`src/verilog/gpp_pkg.sv`:
```
package gpp_pkg;

    localparam int          PIN_COUNT      = 16;
    localparam int          VEC_WIDTH      = 4;

    // Register byte offsets on the bus.
    localparam logic [7:0]  OFF_DIR        = 8'h00;
    localparam logic [7:0]  OFF_LEVEL      = 8'h04;
    localparam logic [7:0]  OFF_MASK       = 8'h08;
    localparam logic [7:0]  OFF_STATUS     = 8'h0C;
    localparam logic [7:0]  OFF_MODE       = 8'h10;
    localparam logic [7:0]  OFF_PEND       = 8'h14;

    // Field position of the shared pin configuration inside the global mode register.
    localparam int          MODE_CFG_BIT   = 0;

    // Reset values.
    localparam logic [15:0] RST_DIR        = 16'h0000;
    localparam logic [15:0] RST_LEVEL      = 16'h0000;
    localparam logic [15:0] RST_MASK       = 16'hFFFF;
    localparam logic        RST_MODE_CFG   = 1'b1;

    // Pins that take part in the port for each shared pin configuration.
    localparam logic [15:0] AVAIL_NARROW   = 16'h00FF;
    localparam logic [15:0] AVAIL_WIDE     = 16'hFFFF;

    typedef enum logic [0:0] {
        CFG_NARROW = 1'b0,
        CFG_WIDE   = 1'b1
    } pin_cfg_t;

endpackage

```
`src/verilog/pin_sync_edge.sv`:
```
`timescale 1ns/1ps
`default_nettype none

// Two-stage synchroniser followed by a history stage for change detection.
module pin_sync_edge #(
    parameter int W = 16
) (
    input  wire logic         i_clk_sys,
    input  wire logic         i_resetn,
    input  wire logic [W-1:0] i_d,
    output var  logic [W-1:0] o_level,
    output var  logic [W-1:0] o_change
);

    logic [W-1:0] meta_q;
    logic [W-1:0] sync_q;
    logic [W-1:0] prev_q;

    always_ff @(posedge i_clk_sys or negedge i_resetn) begin
        if (!i_resetn) begin
            meta_q <= '0;
            sync_q <= '0;
            prev_q <= '0;
        end else begin
            meta_q <= i_d;
            sync_q <= meta_q;
            prev_q <= sync_q;
        end
    end

    assign o_level  = sync_q;
    assign o_change = sync_q ^ prev_q;

endmodule

`default_nettype wire

```
`src/verilog/general_purpose_pin_port.sv`:
```
// How it works
// Sixteen pins, each direction set individually.
// Shared pin configuration limits which pins exist.
// Output pins driven from level register bits.
// Level register read returns every pin's level.
// Input pins are monitored continuously.
// Any pin transition is a potential event.
// Mask bit zero enables that pin's events.
// Enabled events emit vectors into interrupt queue.
// Sync pins, compare with previous sample.
`timescale 1ns/1ps
`default_nettype none

module general_purpose_pin_port
    import gpp_pkg::*;
(
    input  wire logic        i_clk_sys,
    input  wire logic        i_resetn,
    input  wire logic        i_wb_cyc,
    input  wire logic        i_wb_stb,
    input  wire logic        i_wb_we,
    input  wire logic [7:0]  i_wb_adr,
    input  wire logic [31:0] i_wb_dat,
    input  wire logic [3:0]  i_wb_sel,
    output var  logic [31:0] o_wb_dat,
    output var  logic        o_wb_ack,
    input  wire logic [15:0] i_pin_in,
    output var  logic [15:0] o_pin_out,
    output var  logic [15:0] o_pin_oe,
    output var  logic        o_irq,
    output var  logic        o_vec_valid,
    output var  logic [3:0]  o_vec_pin,
    input  wire logic        i_vec_ready
);

    logic        ack_q;
    logic [31:0] rdat_q;
    logic [15:0] dir_q;
    logic [15:0] level_q;
    logic [15:0] mask_q;
    logic [15:0] status_q;
    logic [15:0] pend_q;
    pin_cfg_t    cfg_q;
    logic [15:0] out_q;
    logic [15:0] oe_q;
    logic        irq_q;
    logic        vec_valid_q;
    logic [3:0]  vec_pin_q;

    logic        wb_hit;
    logic        wb_wr;
    logic [15:0] wmask;
    logic [15:0] avail;
    logic [15:0] pin_level;
    logic [15:0] pin_change;
    logic [15:0] events;
    logic [15:0] status_clr;
    logic        pick_any;
    logic [3:0]  pick_pin;
    logic [15:0] taken;
    logic        vec_load;
    logic [31:0] rdat_d;

    assign wb_hit = i_wb_cyc && i_wb_stb && !ack_q;
    // A write lands at the edge where the master samples ack, as a classic cycle expects.
    assign wb_wr  = i_wb_cyc && i_wb_stb && i_wb_we && ack_q;
    assign wmask  = {{8{i_wb_sel[1]}}, {8{i_wb_sel[0]}}};

    assign avail = (cfg_q == CFG_WIDE) ? AVAIL_WIDE : AVAIL_NARROW;

    pin_sync_edge #(
        .W (PIN_COUNT)
    ) u_sync (
        .i_clk_sys (i_clk_sys),
        .i_resetn  (i_resetn),
        .i_d       (i_pin_in),
        .o_level   (pin_level),
        .o_change  (pin_change)
    );

    // Output pins change too, so they are watched through the same pads as inputs.
    assign events = pin_change & avail; // see R6

    always_ff @(posedge i_clk_sys or negedge i_resetn) begin
        if (!i_resetn) begin
            ack_q <= 1'b0;
        end else begin
            ack_q <= wb_hit;
        end
    end

    always_ff @(posedge i_clk_sys or negedge i_resetn) begin
        if (!i_resetn) begin
            dir_q   <= RST_DIR;
            level_q <= RST_LEVEL;
            mask_q  <= RST_MASK;
            cfg_q   <= pin_cfg_t'(RST_MODE_CFG);
        end else if (wb_wr) begin
            case (i_wb_adr)
                OFF_DIR: begin
                    dir_q <= (dir_q & ~wmask) | (i_wb_dat[15:0] & wmask);
                end
                OFF_LEVEL: begin
                    level_q <= (level_q & ~wmask) | (i_wb_dat[15:0] & wmask);
                end
                OFF_MASK: begin
                    mask_q <= (mask_q & ~wmask) | (i_wb_dat[15:0] & wmask);
                end
                OFF_MODE: begin
                    if (i_wb_sel[0]) begin
                        cfg_q <= pin_cfg_t'(i_wb_dat[MODE_CFG_BIT]);
                    end
                end
                default: begin
                end
            endcase
        end
    end

    // Unavailable pins stop being driven one cycle after the configuration change, whatever their direction bit says.
    always_ff @(posedge i_clk_sys or negedge i_resetn) begin
        if (!i_resetn) begin
            oe_q  <= '0;
            out_q <= '0;
        end else begin
            oe_q  <= dir_q & avail; // see R1
            out_q <= level_q & avail;
        end
    end

    assign status_clr = (wb_wr && i_wb_adr == OFF_STATUS) ? (i_wb_dat[15:0] & wmask) : '0;

    // A new event wins over a clear in the same cycle.
    always_ff @(posedge i_clk_sys or negedge i_resetn) begin
        if (!i_resetn) begin
            status_q <= '0;
        end else begin
            status_q <= (status_q & ~status_clr) | events;
        end
    end

    always_ff @(posedge i_clk_sys or negedge i_resetn) begin
        if (!i_resetn) begin
            irq_q <= 1'b0;
        end else begin
            irq_q <= |(status_q & ~mask_q);
        end
    end

    // Scanning downward leaves the lowest pending pin as the pick.
    always_comb begin
        pick_any = 1'b0;
        pick_pin = '0;
        for (int i = PIN_COUNT - 1; i >= 0; i--) begin
            if (pend_q[i]) begin
                pick_any = 1'b1;
                pick_pin = 4'(i);
            end
        end
    end

    assign vec_load = pick_any && (!vec_valid_q || i_vec_ready);
    assign taken    = vec_load ? (16'h0001 << pick_pin) : '0;

    // Pending vectors are kept per pin, so a burst of edges on one pin
    // collapses into one vector; the queue never overflows this way.
    always_ff @(posedge i_clk_sys or negedge i_resetn) begin
        if (!i_resetn) begin
            pend_q <= '0;
        end else begin
            pend_q <= (pend_q & ~taken) | (events & ~mask_q); // see R7
        end
    end

    always_ff @(posedge i_clk_sys or negedge i_resetn) begin
        if (!i_resetn) begin
            vec_valid_q <= 1'b0;
            vec_pin_q   <= '0;
        end else if (vec_load) begin
            vec_valid_q <= 1'b1;
            vec_pin_q   <= pick_pin;
        end else if (i_vec_ready) begin
            vec_valid_q <= 1'b0;
        end
    end

    always_comb begin
        rdat_d = '0;
        case (i_wb_adr)
            OFF_DIR:    rdat_d[15:0] = dir_q;
            OFF_LEVEL:  rdat_d[15:0] = pin_level & avail; // see R4
            OFF_MASK:   rdat_d[15:0] = mask_q;
            OFF_STATUS: rdat_d[15:0] = status_q;
            OFF_MODE:   rdat_d[MODE_CFG_BIT] = cfg_q;
            OFF_PEND:   rdat_d[15:0] = pend_q;
            default:    rdat_d = '0;
        endcase
    end

    always_ff @(posedge i_clk_sys or negedge i_resetn) begin
        if (!i_resetn) begin
            rdat_q <= '0;
        end else if (wb_hit && !i_wb_we) begin
            rdat_q <= rdat_d;
        end else begin
            rdat_q <= '0;
        end
    end

    assign o_wb_ack    = ack_q;
    assign o_wb_dat    = rdat_q;
    assign o_pin_out   = out_q;
    assign o_pin_oe    = oe_q;
    assign o_irq       = irq_q;
    assign o_vec_valid = vec_valid_q;
    assign o_vec_pin   = vec_pin_q;
endmodule

`default_nettype wire

```
`config.mk`:
```
export PLATFORM = sky130hd
export DESIGN_NAME = general_purpose_pin_port
export DESIGN_NICKNAME = d
export VERILOG_FILES = /design/src/verilog/gpp_pkg.sv /design/src/verilog/pin_sync_edge.sv /design/src/verilog/general_purpose_pin_port.sv
export SDC_FILE = /design/constraint.sdc
export NUM_CORES = 1
export LEC_CHECK = 0
export BUFFER_PORTS_ARGS = -buffer_cell sky130_fd_sc_hd__buf_2
export CAP_MARGIN = 20
export CORE_AREA = 2 2 115 117
export CTS_CLUSTER_SIZE = 30
export DETAILED_ROUTE_END_ITERATION = 6
export DIE_AREA = 0 0 117 119
export PLACE_DENSITY = 0.87
export SLEW_MARGIN = 20
export SYNTH_ARGS = -nofsm -noshare
export SYNTH_HDL_FRONTEND = slang
export SYNTH_SLANG_ARGS = --single-unit
```
`constraint.sdc`:
```
create_clock -name i_clk_sys -period 5.95 [get_ports i_clk_sys]
set_input_delay 0 -clock i_clk_sys [delete_from_list [all_inputs] [get_ports i_clk_sys]]
set_output_delay 0 -clock i_clk_sys [all_outputs]
set_load 0.005 [all_outputs]
```
======== Word level (Yosys, flattened, before mapping) ========
Index checks and enable logic that the tools add are counted.
cells by class
  reduce and logical (&&, ||, !) cells .... 18
  muxes and demuxes ....................... 40
  $mul .................................... 0
  bitwise logic cells ..................... 22
  equal/unequal tests ..................... 5
  div/mod/pow operators ................... 0
  add/sub/neg operators ................... 0
  magnitude comparators ................... 0
  shifts and indexed selects .............. 1
operators by type and width
  kind                  count
  $and 16x16->16        12
  $or 16x16->16         5
  $pmux 15 s5           1
  $mux 16               4
  $mux 4                16
  $not 16->16           4
  $mux 1                18
  $eq 8x4->1 const B    2
  $eq 8x5->1 const B    2
  $reduce_or 16->1      1
  $shl 1x4->16 const A  1
  $xor 16x16->16        1
  $eq 8x3->1 const B    1
  $logic_not 8->1       1
  $logic_and 1x1->1     7
  $pmux 1 s6            1
  $reduce_and 2->1      3
  $logic_not 1->1       3
  $reduce_and 3->1      1
  $reduce_bool 2->1     1
  $logic_or 1x1->1      1
storage, ports and cells
  latch bits .............................. 0
  register bits ........................... 200
  memories ................................ 0
  output and inout bits ................... 71
  memory bits (read-only) ................. 0
  RAM bits ................................ 0
  input bits .............................. 66

======== Depth between registers and ports, before layout ========
Gate-level depths: netlist (run 1).
  word-level depth ........................ 21
  depth in mapped cells ................... 8
  depth with buffers taken out ............ 5

======== Hierarchy ========
A second synthesis (run 1) with hierarchy kept.
second synthesis, totals
  cells, all modules ...................... 586
  area total of the unflattened synthesis .. 7315.8 sq um
by module, submodules not included
  module                    area each (sq um)  instances  cells an instance
  general_purpose_pin_port  5974.5             1          522
  pin_sync_edge             1341.3             1          64

======== Worst setup path after synthesis (run 1) ========
Ideal clock, no wire load.
  path type ............................... register to register
  from .................................... register pend_q[3]
  to ...................................... register pend_q[8]
  path buffers ............................ 0
  cell stages (with the launch flop) ...... 6
  setup time .............................. 0.121 ns
  arrival time ............................ 1.993 ns
  required time ........................... 5.829 ns
  setup slack ............................. 3.836 ns
  cells stage by stage .................... dfrtp_1 -> nor4_1 -> nand2_1 -> or3_1 -> or3_1 -> o22a_1
between the ends
  word-level cells in the longest chain between the ends .. 9
  elaborated cells between the ends (all ways) .. 14
  those cells by class .................... shift (1); mux (9); bitwise (3); reduce/logical (1)
RTL lines
  item                                                      line                                                              RTL
  from (decl)                                               general_purpose_pin_port.sv:42                                    logic [15:0] pend_q;
  from (signal assigned)                                    general_purpose_pin_port.sv:171                                   pend_q <= (pend_q & ~taken) | (events & ~mask_q);
  $mux 4 / $mux 1 (equally long branches) (4 in series)     general_purpose_pin_port.sv:155                                   if (pend_q[i]) begin
  $shl 1x4->16 / $logic_and 1x1->1 (equally long branches)  general_purpose_pin_port.sv:163, general_purpose_pin_port.sv:162
  $mux 16 (*)                                               general_purpose_pin_port.sv:163                                   assign taken = vec_load ? (16'h0001 << pick_pin) : '0;
  $not 16->16 (*)                                           general_purpose_pin_port.sv:171
  $and 16x16->16 (*)                                        general_purpose_pin_port.sv:171
  $or 16x16->16 (*)                                         general_purpose_pin_port.sv:171
Every way passes the cells marked *; elsewhere a longest branch is shown, timed or not.
A chain may end at the register's enable or synchronous reset.

======== Worst setup path in the final report (run 1) ========
Same ends and word-level chain as after synthesis.

==> impl_summary.md, run 1 <==
Outcome
The flow ran to the end, and the final reports show no timing, DRC or antenna violations.

Yosys
The synthesized design contains 184 register bits. The average size of a mapped cell is 13.0 µm². During synthesis, Yosys emitted a total of 0 warnings.

The cell taking the most area after synthesis is sky130_fd_sc_hd__dfrtp_1. The number of different library cells in the post-synthesis netlist is 54. The portion of the post-synthesis area used by sequential elements is 0.634. The number of flops mapped to enable cells by yosys is 0. By area the synthesized netlist is led by sky130_fd_sc_hd__dfrtp_1 57%, sky130_fd_sc_hd__mux2_2 6.5%, sky130_fd_sc_hd__dfstp_2 6.1%.

In the synthesized netlist the dominant register cell turns out to be sky130_fd_sc_hd__dfrtp_1. The mapped netlist covers 7300 µm². The post-synthesis compound-gate area fraction is 0.109. The share of synthesized area in the top cell type comes to 0.573. After synthesis, the largest family of logic cells by area is compound AO/OA/AOI/OAI gates. After synthesis, the share of cell area in mux cells is 0.106. Among all cell types in the netlist, the one instantiated most often is sky130_fd_sc_hd__dfrtp_1. The adder and majority gate portion of the synthesized area is 0. The async set-reset flop share out of synthesis is 1.00. The post-synthesis xor/xnor area fraction is 0.0192.

Ranked by instance count, the synthesized netlist is headed by 167 x sky130_fd_sc_hd__dfrtp_1, 42 x sky130_fd_sc_hd__mux2_2, 26 x sky130_fd_sc_hd__inv_1, 26 x sky130_fd_sc_hd__nand2_1. Of the total synthesized cell area, the portion taken by AND, OR, NAND and NOR gates is 0.0895. The number of instances in the synthesized netlist is between 500 and 600.

Cells and area
Counting the fill cells in the layout gives 869. The finished layout cell area is 8840 µm². The final-stage net count is 766. The fraction of layout instances using a drive strength above 1 is 0.290. 0 antenna diodes ended up in the layout.

The final core utilization is 0.687. The filler-free cell count of the finished design is 889. The area growth from synthesis to layout is 21.2%.

GRT
The largest net degree at the start of global routing is 102. The initial antenna violation count is 0. The residual overflow from global routing is 0.

The number of global-route vias before repair is 5081. The first global-routing pass estimated 26900 µm of wire. The global-route usage over all layers is 0.261.

Timing
The hold slack is 0.157 ns. The final hold violation count is 0. Setup repair after global routing left no endpoint under its margin. The post-route clock period utilization is 0.439.

The final number of max-transition violations is 0. The worst setup margin is 3.34 ns. On the final layout, the worst clock skew is 0.00930 ns. The post-route setup TNS is 0 ns. The transition time at the pin with the least slew margin is 0.921 ns. Setup violations remaining at the end of the flow were counted as 0. Timing would allow up to 383 MHz. The normalized max-slew margin is 0.384. The routed design could run at a clock period as short as 2.61 ns.

Clock network
The tree is rooted in a sky130_fd_sc_hd__clkbuf_16. TritonCTS built the clock tree. The number of sinks on the clock net is 184. The number of buffers inserted by post-CTS setup repair is 0. No sink is reached through more buffers than the 2 on the longest clock path. The insertion delay of the later-clocked pin in the worst-skew pair is 0.44 ns. Once the clock tree was built, the resizer swapped 0 gates to a different size. The H-tree level count is 4.

Hold repair after CTS inserted 37 buffers. The clock-pin slew of the registers on the worst-case setup and hold paths is 0.07 ns. The TritonCTS buffer count is 17.

Floorplanning
The floorplan die width is 117 µm. The core region area is 12900 µm². The die covers between 10000 and 15000 µm².

The vertical die dimension is between 100 and 150 µm. The number of placement rows is 42. For this configuration, the core starts out at a cell density of 0.567.

Pin placement for this block handled 137 I/O pins.

Pwr
Of the total power, combinational logic draws 0.055. The internal portion of the total power is 1.93 mW. The analysis attributes to net switching a power of between 0.6 and 0.7 mW. In this run the power density over the cells is 286 nW/µm².

VDD sags by at most 0.206 mV. The share of total power dissipated in sequential elements is 0.511. Of the total power, the share spent switching nets is 0.238.

For this design the static power due to leakage is 4.24 nW. The total design power is between 2 and 3 mW. The clock network power share is 0.434.

Min path
The worst hold path passes through 5 cells. In this run the worst hold path is classified as in -> reg.

Critical path
By startpoint and endpoint, the worst setup path is classified as reg -> reg. The arrival time at the worst endpoint is roughly 3 ns. The type of element launching the critical path is a register. The data required time at the worst endpoint is about 6.3 ns.

The sort of element at the end of the critical path is a register. The number of cell instances on the worst register-to-register path is 5. The highest net fanout along the worst path is 7.

Route
The length of the first detailed-routing pass in iterations is 5. Dividing the detail-routed wire length by the instance count gives 19.4 µm. The number of DRC markers after the initial detailed-route iteration is 581. The number of vias in the routed layout is 5124.

The remaining number of nets flagged by the antenna check after routing is 0. The routed wire length is 17300 µm. Using the TritonRoute via totals, the vias-per-cell ratio works out to 5.76.

For this run, design rule violations remaining after detail routing come to 0.

Placement
Once placement finished, the instance area stood at 7900 µm². After legalization and detailed placement, the total HPWL measured 11400 µm. The post-placement setup slack is about 3 ns. The port buffer count is 102. The global placement routability congestion is approximately 0.90.

The number of instances in the placed design is 820.

Run
The count of max-cap constraint violations is 0.
placed cells by master, fill, tap and decap left out, types with 3 or more instances in the layout:
master,n
sky130_fd_sc_hd__a21oi_1,8
sky130_fd_sc_hd__a221oi_1,5
sky130_fd_sc_hd__a22o_1,18
sky130_fd_sc_hd__a22oi_1,22
sky130_fd_sc_hd__a31oi_1,8
sky130_fd_sc_hd__and2_1,25
sky130_fd_sc_hd__and3_1,5
sky130_fd_sc_hd__buf_2,101
sky130_fd_sc_hd__clkbuf_16,17
sky130_fd_sc_hd__clkinv_2,3
sky130_fd_sc_hd__conb_1,16
sky130_fd_sc_hd__dfrtp_1,167
sky130_fd_sc_hd__dfstp_2,17
sky130_fd_sc_hd__dlygate4sd3_1,37
sky130_fd_sc_hd__inv_1,26
sky130_fd_sc_hd__inv_6,7
sky130_fd_sc_hd__mux2_2,42
sky130_fd_sc_hd__mux2_4,8
sky130_fd_sc_hd__mux2i_1,16
sky130_fd_sc_hd__nand2_1,26
sky130_fd_sc_hd__nand2b_1,4
sky130_fd_sc_hd__nand3_1,5
sky130_fd_sc_hd__nor2_1,25
sky130_fd_sc_hd__nor2b_1,6
sky130_fd_sc_hd__nor3_1,4
sky130_fd_sc_hd__nor4_1,4
sky130_fd_sc_hd__o21ai_0,11
sky130_fd_sc_hd__o22ai_1,21
sky130_fd_sc_hd__or3_1,4
sky130_fd_sc_hd__xnor2_1,8
sky130_fd_sc_hd__xor2_1,8
critical path, stage by stage (launching register included):
cell and delay, ns:
sky130_fd_sc_hd__dfrtp_1 0.48, sky130_fd_sc_hd__nor4_1 0.76, sky130_fd_sc_hd__nand2_1 0.19, sky130_fd_sc_hd__or3_1 0.52
sky130_fd_sc_hd__or3_1 0.38, sky130_fd_sc_hd__o22a_1 0.18
path summary, 6_finish.rpt:
path	end	start	slack, ns
max	pend_q[8]$_DFF_PN0_	pend_q[3]$_DFF_PN0_	3.34
max reg2reg	pend_q[8]$_DFF_PN0_	pend_q[3]$_DFF_PN0_	3.34
max in group asynchronous	u_sync.prev_q[12]$_DFF_PN0_	i_resetn	4.48
min	status_q[12]$_DFF_PN0_	i_wb_adr[1]	0.16
min in group asynchronous	u_sync.o_level[9]$_DFF_PN0_	i_resetn	0.22
min reg2reg	u_sync.o_level[2]$_DFF_PN0_	u_sync.meta_q[2]$_DFF_PN0_	0.35
power by group through the flow:
| stage | clock, mW | combinational (mW) | sequential, mW |
|---|---|---|---|
| 2_1_floorplan | 0 | 0.0595 | 1.31 |
| 3_3_place_gp | 0 | 0.114 | 1.31 |
| 3_5_place_dp | 0 | 0.118 | 1.32 |
| 4_1_cts | 1.11 | 0.137 | 1.29 |
| 5_1_grt | 1.17 | 0.152 | 1.30 |
| 6_report | 1.10 | 0.139 | 1.29 |
kinds of logic (layout without fill, tap and decap cells):
group	Yosys count	count (layout)
other	1	16
multiplexers	67	67
XOR/XNOR	16	16
flip-flops	184	184
buffers and inverters	63	199
AO/OA/AOI/OAI	111	111
AND/OR/NAND/NOR	120	120
per-layer routing:
layer	global-route usage	routed length [µm]	up-vias
li1	-	-	2251
met1	0.374	7300	2617
met2	0.389	8340	226
met3	0.0570	1180	30
met4	0.112	434	0
met5	0	0	-
layout make-up:
class                      count  area (µm²)  area share
clock buffer                  18         439      0.0497
clock inverter                14         134      0.0151
inverter                      26        97.6      0.0110
multi-input combinational    330        2420       0.274
sequential                   184        4630       0.523
tap                          176         220      0.0249
timing repair buffer         141         906       0.102
Power figures use the tool's default switching activity.
==> run 2: changes to the inputs <==
--- a/config.mk
+++ b/config.mk
@@ -7,11 +7,11 @@
 export LEC_CHECK = 0
 export BUFFER_PORTS_ARGS = -buffer_cell sky130_fd_sc_hd__buf_2
 export CAP_MARGIN = 20
-export CORE_AREA = 2 2 115 117
+export CORE_AREA = 2 2 119 121
 export CTS_CLUSTER_SIZE = 30
 export DETAILED_ROUTE_END_ITERATION = 6
-export DIE_AREA = 0 0 117 119
-export PLACE_DENSITY = 0.87
+export DIE_AREA = 0 0 121 123
+export PLACE_DENSITY = 0.83
 export SLEW_MARGIN = 20
 export SYNTH_ARGS = -nofsm -noshare
 export SYNTH_HDL_FRONTEND = slang
==> constraint.sdc (replaced) <==
create_clock -name i_clk_sys -period 2.42 [get_ports i_clk_sys]
set_input_delay 0 -clock i_clk_sys [delete_from_list [all_inputs] [get_ports i_clk_sys]]
set_output_delay 0 -clock i_clk_sys [all_outputs]
set_load 0.005 [all_outputs]
==> run 2 against run 1 <==
Against the previous run: register-to-register slack lost 3.1 ns; combinational power grew to 2.5 times the previous value; final cell count increased by 2.2%; sequential cell count is the same; core utilization decreased by 2.6 points; largest cell class unchanged; largest power group unchanged.
==> impl_summary.md, run 2 (synthesis gave the netlist of run 1 again) <==
Outcome
Status: finished clean (unchanged).

Clock network
The clock-pin slew of the registers on the worst-case setup and hold paths is 0.07 ns (about the same). The TritonCTS clock tree is built (unchanged). The insertion delay of the later-clocked pin in the worst-skew pair came to 0.42 ns (was 0.44 ns). The number of sinks on the clock net was 184 (unchanged). The TritonCTS buffer count came to 17 (unchanged). The H-tree level count is 4 (unchanged).

The buffer cell driving the clock tree root is sky130_fd_sc_hd__clkbuf_16 (unchanged). The maximum root-to-sink buffer count is 2 (unchanged).

Cells and area
The final-stage net count is 783 (was 766). The fraction of layout instances using a drive strength above 1 was 0.306 (was 0.290). The filler-free cell count of the finished design was 909 (was 889). Commonest cells after routing, fill and taps aside: 167 x sky130_fd_sc_hd__dfrtp_1, 101 x sky130_fd_sc_hd__buf_2, 42 x sky130_fd_sc_hd__mux2_2 (unchanged). The signed area change from the synthesized netlist to the final layout came to 23.3% (was 21.2%).

The total area of multi-input combinational cells is 2430 µm² (was 2420 µm²). The leading cell type in the layout, fill and taps excluded is sky130_fd_sc_hd__dfrtp_1 (unchanged). The fill cell instance count of the final layout is 975 (was 869). The total inserted antenna cells was 0 (unchanged).

The flip-flop and latch area is 4630 µm² (unchanged). The final core utilization came to 0.661 (was 0.687).

Pwr
The leakage power total was 4.33 nW (was 4.24 nW). The sequential power share is 0.509 (was 0.511). The net switching component of the power is 1.41 mW (was 0.602 mW).

The switching part of the total power came to 0.226 (was 0.238). The fraction of power consumed by combinational cells is 0.056 (was 0.055). The design internal power came to 4.84 mW (was 1.93 mW). The total power per unit cell area is 695 nW/µm² (was 286 nW/µm²). The clock network power share is 0.435 (was 0.434). The peak ir drop on the vdd network is 0.530 mV (was 0.206 mV).

Route
The remaining number of nets flagged by the antenna check after routing came to 0 (unchanged). The number of vias in the routed layout is 5106 (was 5124). The average wire per cell in the routed design was 18.8 µm (was 19.4 µm). The final routed DRC violation total is 0 (unchanged).

The length of the first detailed-routing pass in iterations was 4 (was 5). The number of DRC markers after the initial detailed-route iteration was 360 (was 581). The routed wire length is 17100 µm (was 17300 µm). The ratio of routed vias to standard cells is 5.62 (was 5.76).

Critical path
The arrival time at the worst endpoint is 2.51 ns (was 2.94 ns). The sort of element at the end of the critical path is a register (unchanged). The worst reg-to-reg setup slack came to 0.23 ns (was 3.34 ns). The standard cell with the maximum stage delay on the critical path is sky130_fd_sc_hd__nand3_1 (was sky130_fd_sc_hd__nor4_1). The type of element launching the critical path is a register (unchanged).

The dominant delay contributor by cell family on the critical path is simple AND/OR/NAND/NOR gates (unchanged). The highest net fanout along the worst path is 8 (was 7). The number of buffer and inverter instances along the worst setup path came to 0 (unchanged). The number of cell instances on the worst register-to-register path is 5 (unchanged).

The data required time at the worst endpoint is 2.73 ns (was 6.28 ns). The startpoint of the worst register-to-register path is o_wb_ack$_DFF_PN0_ (was pend_q[3]$_DFF_PN0_). Cells along the critical path: and4_1 -> and2_1 -> nor3b_1 -> nand3_1 -> mux2_2 (was nor4_1 -> nand2_1 -> or3_1 -> or3_1 -> o22a_1). The stage delay of the slowest cell on the critical path is 0.46 ns (was 0.76 ns). The worst setup path category is reg -> reg (unchanged).

Timing
Unrepaired setup endpoints after global routing: no (unchanged). The total setup violations reported at the end of the flow was 0 (unchanged). The maximum clock skew at final layout came to 0.00628 ns (was 0.00930 ns).

The hold slack is 0.117 ns (was 0.157 ns). The shortest period the worst path allows came to 2.19 ns (was 2.61 ns). The transition time at the pin with the least slew margin is 0.689 ns (was 0.921 ns). The post-route setup TNS is 0 ns (unchanged). The final number of max-transition violations is 0 (unchanged). The post-route clock period utilization is 0.907 (was 0.439).

The maximum clock rate was 456 MHz (was 383 MHz). The worst setup margin is 0.226 ns (was 3.34 ns). The final hold violation count is 0 (unchanged).

The normalized max-slew margin is 0.540 (was 0.384).

Floorplanning
The vertical die dimension is 123 µm (was 119 µm). The floorplan die width is 121 µm (was 117 µm). The core region area is 13600 µm² (was 12900 µm²). The die outline area is 14900 µm² (was 13900 µm²). The effective utilization at floorplan is 0.536 (was 0.567). The number of placed I/O pins was 137 (unchanged). The number of placement rows is 43 (was 42).

GRT
The layer carrying the most global-route usage is met2 (unchanged). The residual overflow from global routing is 0 (unchanged). The met1 track utilization from global routing is 0.336 (was 0.374). The global-route usage over all layers is 0.243 (was 0.261). The number of global-route vias before repair came to 5162 (was 5081). The global-route wire length before repair is 27200 µm (was 26900 µm). The initial antenna violation count is 0 (unchanged). The largest net degree at the start of global routing is 66 (was 102). The met2 usage is 0.365 (was 0.389). The global-route met3 utilization is 0.0687 (was 0.0570).

Min path
The type of the worst min-delay path is in -> async (was in -> reg).

Placement
The port buffer count was 102 (unchanged). The number of instances in the placed design is 841 (was 820). The post-DP HPWL was 11500 µm (was 11400 µm). The post-placement setup slack is 0.160 ns (was 3.00 ns). The global placement routability congestion was 0.929 (was 0.897).

Run
The count of max-cap constraint violations is 0 (unchanged).
run 2: how the worst max path moves through the flow:
| stage | from | to | slack [ns] | cells past startpoint |
|---|---|---|---|---|
| final | o_wb_ack$_DFF_PN0_ | register | 0.23 | 5 |
| after CTS | pend_q[2]$_DFF_PN0_ | pend_q[8]$_DFF_PN0_ | 0.14 | 5 |
| after global placement | i_wb_adr[0] | register | 0.22 | 5 |
| after detailed placement | i_wb_adr[0] | register | 0.16 | 5 |
| after floorplan | pend_q[3]$_DFF_PN0_ | pend_q[8]$_DFF_PN0_ | 0.31 | 5 |
| after global routing | pend_q[2]$_DFF_PN0_ | pend_q[13]$_DFF_PN0_ | 0.09 | 6 |
run 2: metrics by stage:
stage	cell area [µm²]	total power [mW]
2_1_floorplan	7350	3.37
3_3_place_gp	8040	3.52
3_5_place_dp	8040	3.54
4_1_cts	8990	6.29
5_1_grt	9000	6.47
6_report	9000	6.25
run 2: area by class of cell:
cell class | instances | share of cell area
inverter | 26 | 0.0108
clock buffer | 19 | 0.0492
clock inverter | 12 | 0.0156
sequential | 184 | 0.514
multi-input combinational | 330 | 0.270
timing repair buffer | 158 | 0.116
tap | 180 | 0.0250
run 2: worst register-to-register path, delay by kind of cell (launching register included):
kind	cells	cell delay (ns)
flip-flops	1	0.38
multiplexers	1	0.44
AND/OR/NAND/NOR	4	1.25
run 2: repair_timing:
item	in CTS	in global routing
endpoints found under the hold margin	144	0
setup endpoints to repair	0	1
setup buffers	0	0
hold buffers	37	0
gates resized for setup	0	1
run 2: layer usage:
metal | vias up | part of all wire
met5 | - | 0
met4 | 0 | 0.023
met3 | 29 | 0.081
met2 | 233 | 0.47
met1 | 2557 | 0.43
li1 | 2287 | -
run 2: power by group through the flow:
stage | clock (mW) | combinational [mW] | sequential (mW)
global route | 2.89 | 0.389 | 3.19
detailed placement | 0 | 0.301 | 3.24
floorplan | 0 | 0.146 | 3.22
global placement | 0 | 0.292 | 3.23
finish | 2.72 | 0.351 | 3.18
CTS | 2.76 | 0.349 | 3.18
==> run 3: changes to the inputs <==
--- a/config.mk
+++ b/config.mk
@@ -7,11 +7,11 @@
 export LEC_CHECK = 0
 export BUFFER_PORTS_ARGS = -buffer_cell sky130_fd_sc_hd__buf_2
 export CAP_MARGIN = 20
-export CORE_AREA = 2 2 119 121
+export CORE_AREA = 2 2 115 117
 export CTS_CLUSTER_SIZE = 30
 export DETAILED_ROUTE_END_ITERATION = 6
-export DIE_AREA = 0 0 121 123
-export PLACE_DENSITY = 0.83
+export DIE_AREA = 0 0 117 119
+export PLACE_DENSITY = 0.87
 export SLEW_MARGIN = 20
 export SYNTH_ARGS = -nofsm -noshare
 export SYNTH_HDL_FRONTEND = slang
==> constraint.sdc (replaced) <==
create_clock -name i_clk_sys -period 2.8 [get_ports i_clk_sys]
set_input_delay 0 -clock i_clk_sys [delete_from_list [all_inputs] [get_ports i_clk_sys]]
set_output_delay 0 -clock i_clk_sys [all_outputs]
set_load 0.005 [all_outputs]
==> run 3 against run 2 <==
Against the previous run: sequential share of layout area increased by 0.12 points; hold slack improved by 0.0080 ns; cell area decreased by 0.24%; largest power group unchanged; via count increased by 1.2%; sequential power decreased by 14%; non-clock buffer count decreased by 9; global-route usage increased by 2.6 points; final cell count decreased by 1.3%; largest cell class unchanged; register-to-register slack improved by 0.31 ns.
==> impl_summary.md, run 3 (synthesis gave the netlist of run 1 again) <==
Timing
The post-route clock period utilization is 0.808 (was 0.907). The transition time at the pin with the least slew margin is 0.795 ns (was 0.689 ns). Unrepaired setup endpoints after global routing: no (unchanged).

The maximum clock skew at final layout was 0.0106 ns (was 0.00628 ns). The final hold violation count is 0 (unchanged). The normalized max-slew margin was 0.470 (was 0.540). The total setup violations reported at the end of the flow is 0 (unchanged). The hold slack is 0.125 ns (was 0.117 ns). The final number of max-transition violations is 0 (unchanged). The post-route setup TNS is 0 ns (unchanged).

The shortest period the worst path allows is 2.26 ns (was 2.19 ns). The maximum clock rate is 442 MHz (was 456 MHz).

Clock network
The buffer cell driving the clock tree root is sky130_fd_sc_hd__clkbuf_16 (unchanged). The H-tree level count is 4 (unchanged). The quantity of gates resized following cts is 0 (unchanged). The clock-pin slew of the registers on the worst-case setup and hold paths came to 0.07 ns (about the same). The TritonCTS clock tree is built (unchanged).

The TritonCTS buffer count is 17 (unchanged). The number of buffers inserted by post-CTS setup repair is 0 (unchanged). The maximum root-to-sink buffer count came to 2 (unchanged). The count of hold buffers inserted by post-cts repair was 37 (unchanged).

The number of sinks on the clock net came to 184 (unchanged). The insertion delay of the later-clocked pin in the worst-skew pair is 0.43 ns (was 0.42 ns).

Critical path
The worst reg-to-reg setup slack was 0.54 ns (was 0.23 ns). The stage delay of the slowest cell on the critical path is 0.55 ns (was 0.46 ns). The type of element launching the critical path is a register (unchanged). Cells along the critical path: or4_1 -> nor3_1 -> a22o_1 -> a21boi_0 -> o21ai_0 (was and4_1 -> and2_1 -> nor3b_1 -> nand3_1 -> mux2_2).

The data required time at the worst endpoint is 3.11 ns (was 2.73 ns). The startpoint of the worst register-to-register path is pend_q[9]$_DFF_PN0_ (was o_wb_ack$_DFF_PN0_). The sort of element at the end of the critical path is a register (unchanged).

The highest net fanout along the worst path is 11 (was 8). The endpoint identified for the worst register-to-register timing path is pend_q[11]$_DFF_PN0_. The standard cell with the maximum stage delay on the critical path is sky130_fd_sc_hd__or4_1 (was sky130_fd_sc_hd__nand3_1). The startpoint of the most critical setup path is pend_q[9]$_DFF_PN0_ (was o_wb_ack$_DFF_PN0_). The total number of cells along the worst setup path is 5 (unchanged). The arrival time at the worst endpoint is 2.57 ns (was 2.51 ns). The critical path endpoint is pend_q[11]$_DFF_PN0_. The dominant delay contributor by cell family on the critical path is compound AO/OA/AOI/OAI gates (was simple AND/OR/NAND/NOR gates). The worst setup path category is reg -> reg (unchanged). The number of cell instances on the worst register-to-register path came to 5 (unchanged). The number of buffer and inverter instances along the worst setup path came to 0 (unchanged).

Pwr
The peak ir drop on the vdd network is 0.424 mV (was 0.530 mV). The sequential power share is 0.492 (was 0.509). The design internal power was 4.34 mW (was 4.84 mW).

The switching part of the total power is 0.223 (was 0.226). The clock network power share is 0.454 (was 0.435). The total power per unit cell area is 622 nW/µm² (was 695 nW/µm²). The net switching component of the power is 1.24 mW (was 1.41 mW).

The fraction of power consumed by combinational cells is 0.055 (was 0.056). The leakage power total is 4.31 nW (was 4.33 nW).

Route
The average wire per cell in the routed design is 19.4 µm (was 18.8 µm). The routed wire length is 17400 µm (was 17100 µm). The remaining number of nets flagged by the antenna check after routing was 0 (unchanged). The number of vias in the routed layout is 5166 (was 5106). The length of the first detailed-routing pass in iterations is 5 (was 4). The final routed DRC violation total is 0 (unchanged). The ratio of routed vias to standard cells was 5.76 (was 5.62). The number of DRC markers after the initial detailed-route iteration is 547 (was 360).

Floorplanning
The die outline area was 13900 µm² (was 14900 µm²). The vertical die dimension is 119 µm (was 123 µm). The number of placed I/O pins is 137 (unchanged).

The floorplan die width is 117 µm (was 121 µm). The core region area is 12900 µm² (was 13600 µm²). The number of placement rows is 42 (was 43). The effective utilization at floorplan is 0.567 (was 0.536).

GRT
The initial antenna violation count is 0 (unchanged). The largest net degree at the start of global routing is 84 (was 66). The number of global-route vias before repair was 5134 (was 5162). The global-route wire length before repair was 27800 µm (was 27200 µm).

The global-route usage over all layers is 0.269 (was 0.243). The residual overflow from global routing is 0 (unchanged).

Placement
The post-DP HPWL is 11400 µm (was 11500 µm). The port buffer count is 102 (unchanged). The global placement routability congestion is 0.901 (was 0.929). The standard cell area after detailed placement is 7980 µm² (was 8040 µm²).

Cells and area
Commonest cells after routing, fill and taps aside: 167 x sky130_fd_sc_hd__dfrtp_1, 101 x sky130_fd_sc_hd__buf_2, 42 x sky130_fd_sc_hd__mux2_2 (unchanged). The fraction of layout instances using a drive strength above 1 is 0.295 (was 0.306). The leading cell type in the layout, fill and taps excluded is sky130_fd_sc_hd__dfrtp_1 (unchanged). The signed area change from the synthesized netlist to the final layout is 23.0% (was 23.3%). The total inserted antenna cells is 0 (unchanged). The finished layout cell area is 8980 µm² (was 9000 µm²). The final-stage net count was 774 (was 783). The fill cell instance count of the final layout came to 863 (was 975).

Run
The count of max-cap constraint violations is 0 (unchanged).

Min path
The type of the worst min-delay path is in -> reg (was in -> async).

Outcome
Status: finished clean (unchanged).
run 3: changes by cell type in the layout (fill, tap and decap cells not counted), sizes merged:
cell | before | now
buf | 121 | 112
inv | 31 | 30
bufinv | 2 | 4
run 3: how the worst min path moves through the flow:
| stage | cells past startpoint | to | from |
|---|---|---|---|
| 2_1_floorplan | 0 | async pin | i_resetn |
| 4_1_cts | 4 | register | i_wb_sel[1] |
| 6_report | 4 | register | i_wb_sel[1] |
| 3_3_place_gp | 1 | u_sync.meta_q[15]$_DFF_PN0_ | i_resetn |
| 3_5_place_dp | 1 | o_wb_dat[11]$_DFF_PN0_ | i_resetn |
| 5_1_grt | 5 | status_q[10]$_DFF_PN0_ | i_wb_adr[2] |
run 3: layout make-up:
class	count	area [µm²]	share of cell area
Timing Repair Buffer	149	987	0.110
Tap cell	176	220	0.0245
Clock buffer	19	433	0.0482
Clock inverter	13	195	0.0217
Multi-Input combinational cell	330	2420	0.270
Inverter	26	97.6	0.0109
Sequential cell	184	4630	0.515
run 3: metrics by stage:
step | util | setup slack [ns] | power, mW | std cells
finish | 0.697 | 0.537 | 5.59 | 897
global route | 0.697 | 0.464 | 5.77 | 897
CTS | 0.697 | 0.586 | 5.62 | 897
detailed placement | 0.620 | 0.549 | 3.06 | 828
global placement | 0.620 | 0.618 | 3.04 | 828
floorplan | - | 0.686 | 2.91 | 577
run 3: worst register-to-register path, delay by kind of cell, from the launching register on:
kind | cells | cell delay, ns
AO/OA/AOI/OAI | 3 | 0.95
flip-flops | 1 | 0.46
AND/OR/NAND/NOR | 2 | 0.73
run 3: power groups by stage:
stage	Clock (mW)	Sequential [mW]	Combinational, mW
detailed placement	0	2.80	0.260
global route	2.69	2.75	0.335
finish	2.53	2.75	0.305
floorplan	0	2.79	0.126
CTS	2.57	2.75	0.302
global placement	0	2.79	0.250
run 3: per-layer routing:
metal	global-route usage	part of all wire	vias up
met4	0.102	0.023	0
met3	0.0626	0.071	29
met5	0	0	-
li1	-	-	2271
met2	0.398	0.48	259
met1	0.391	0.43	2607
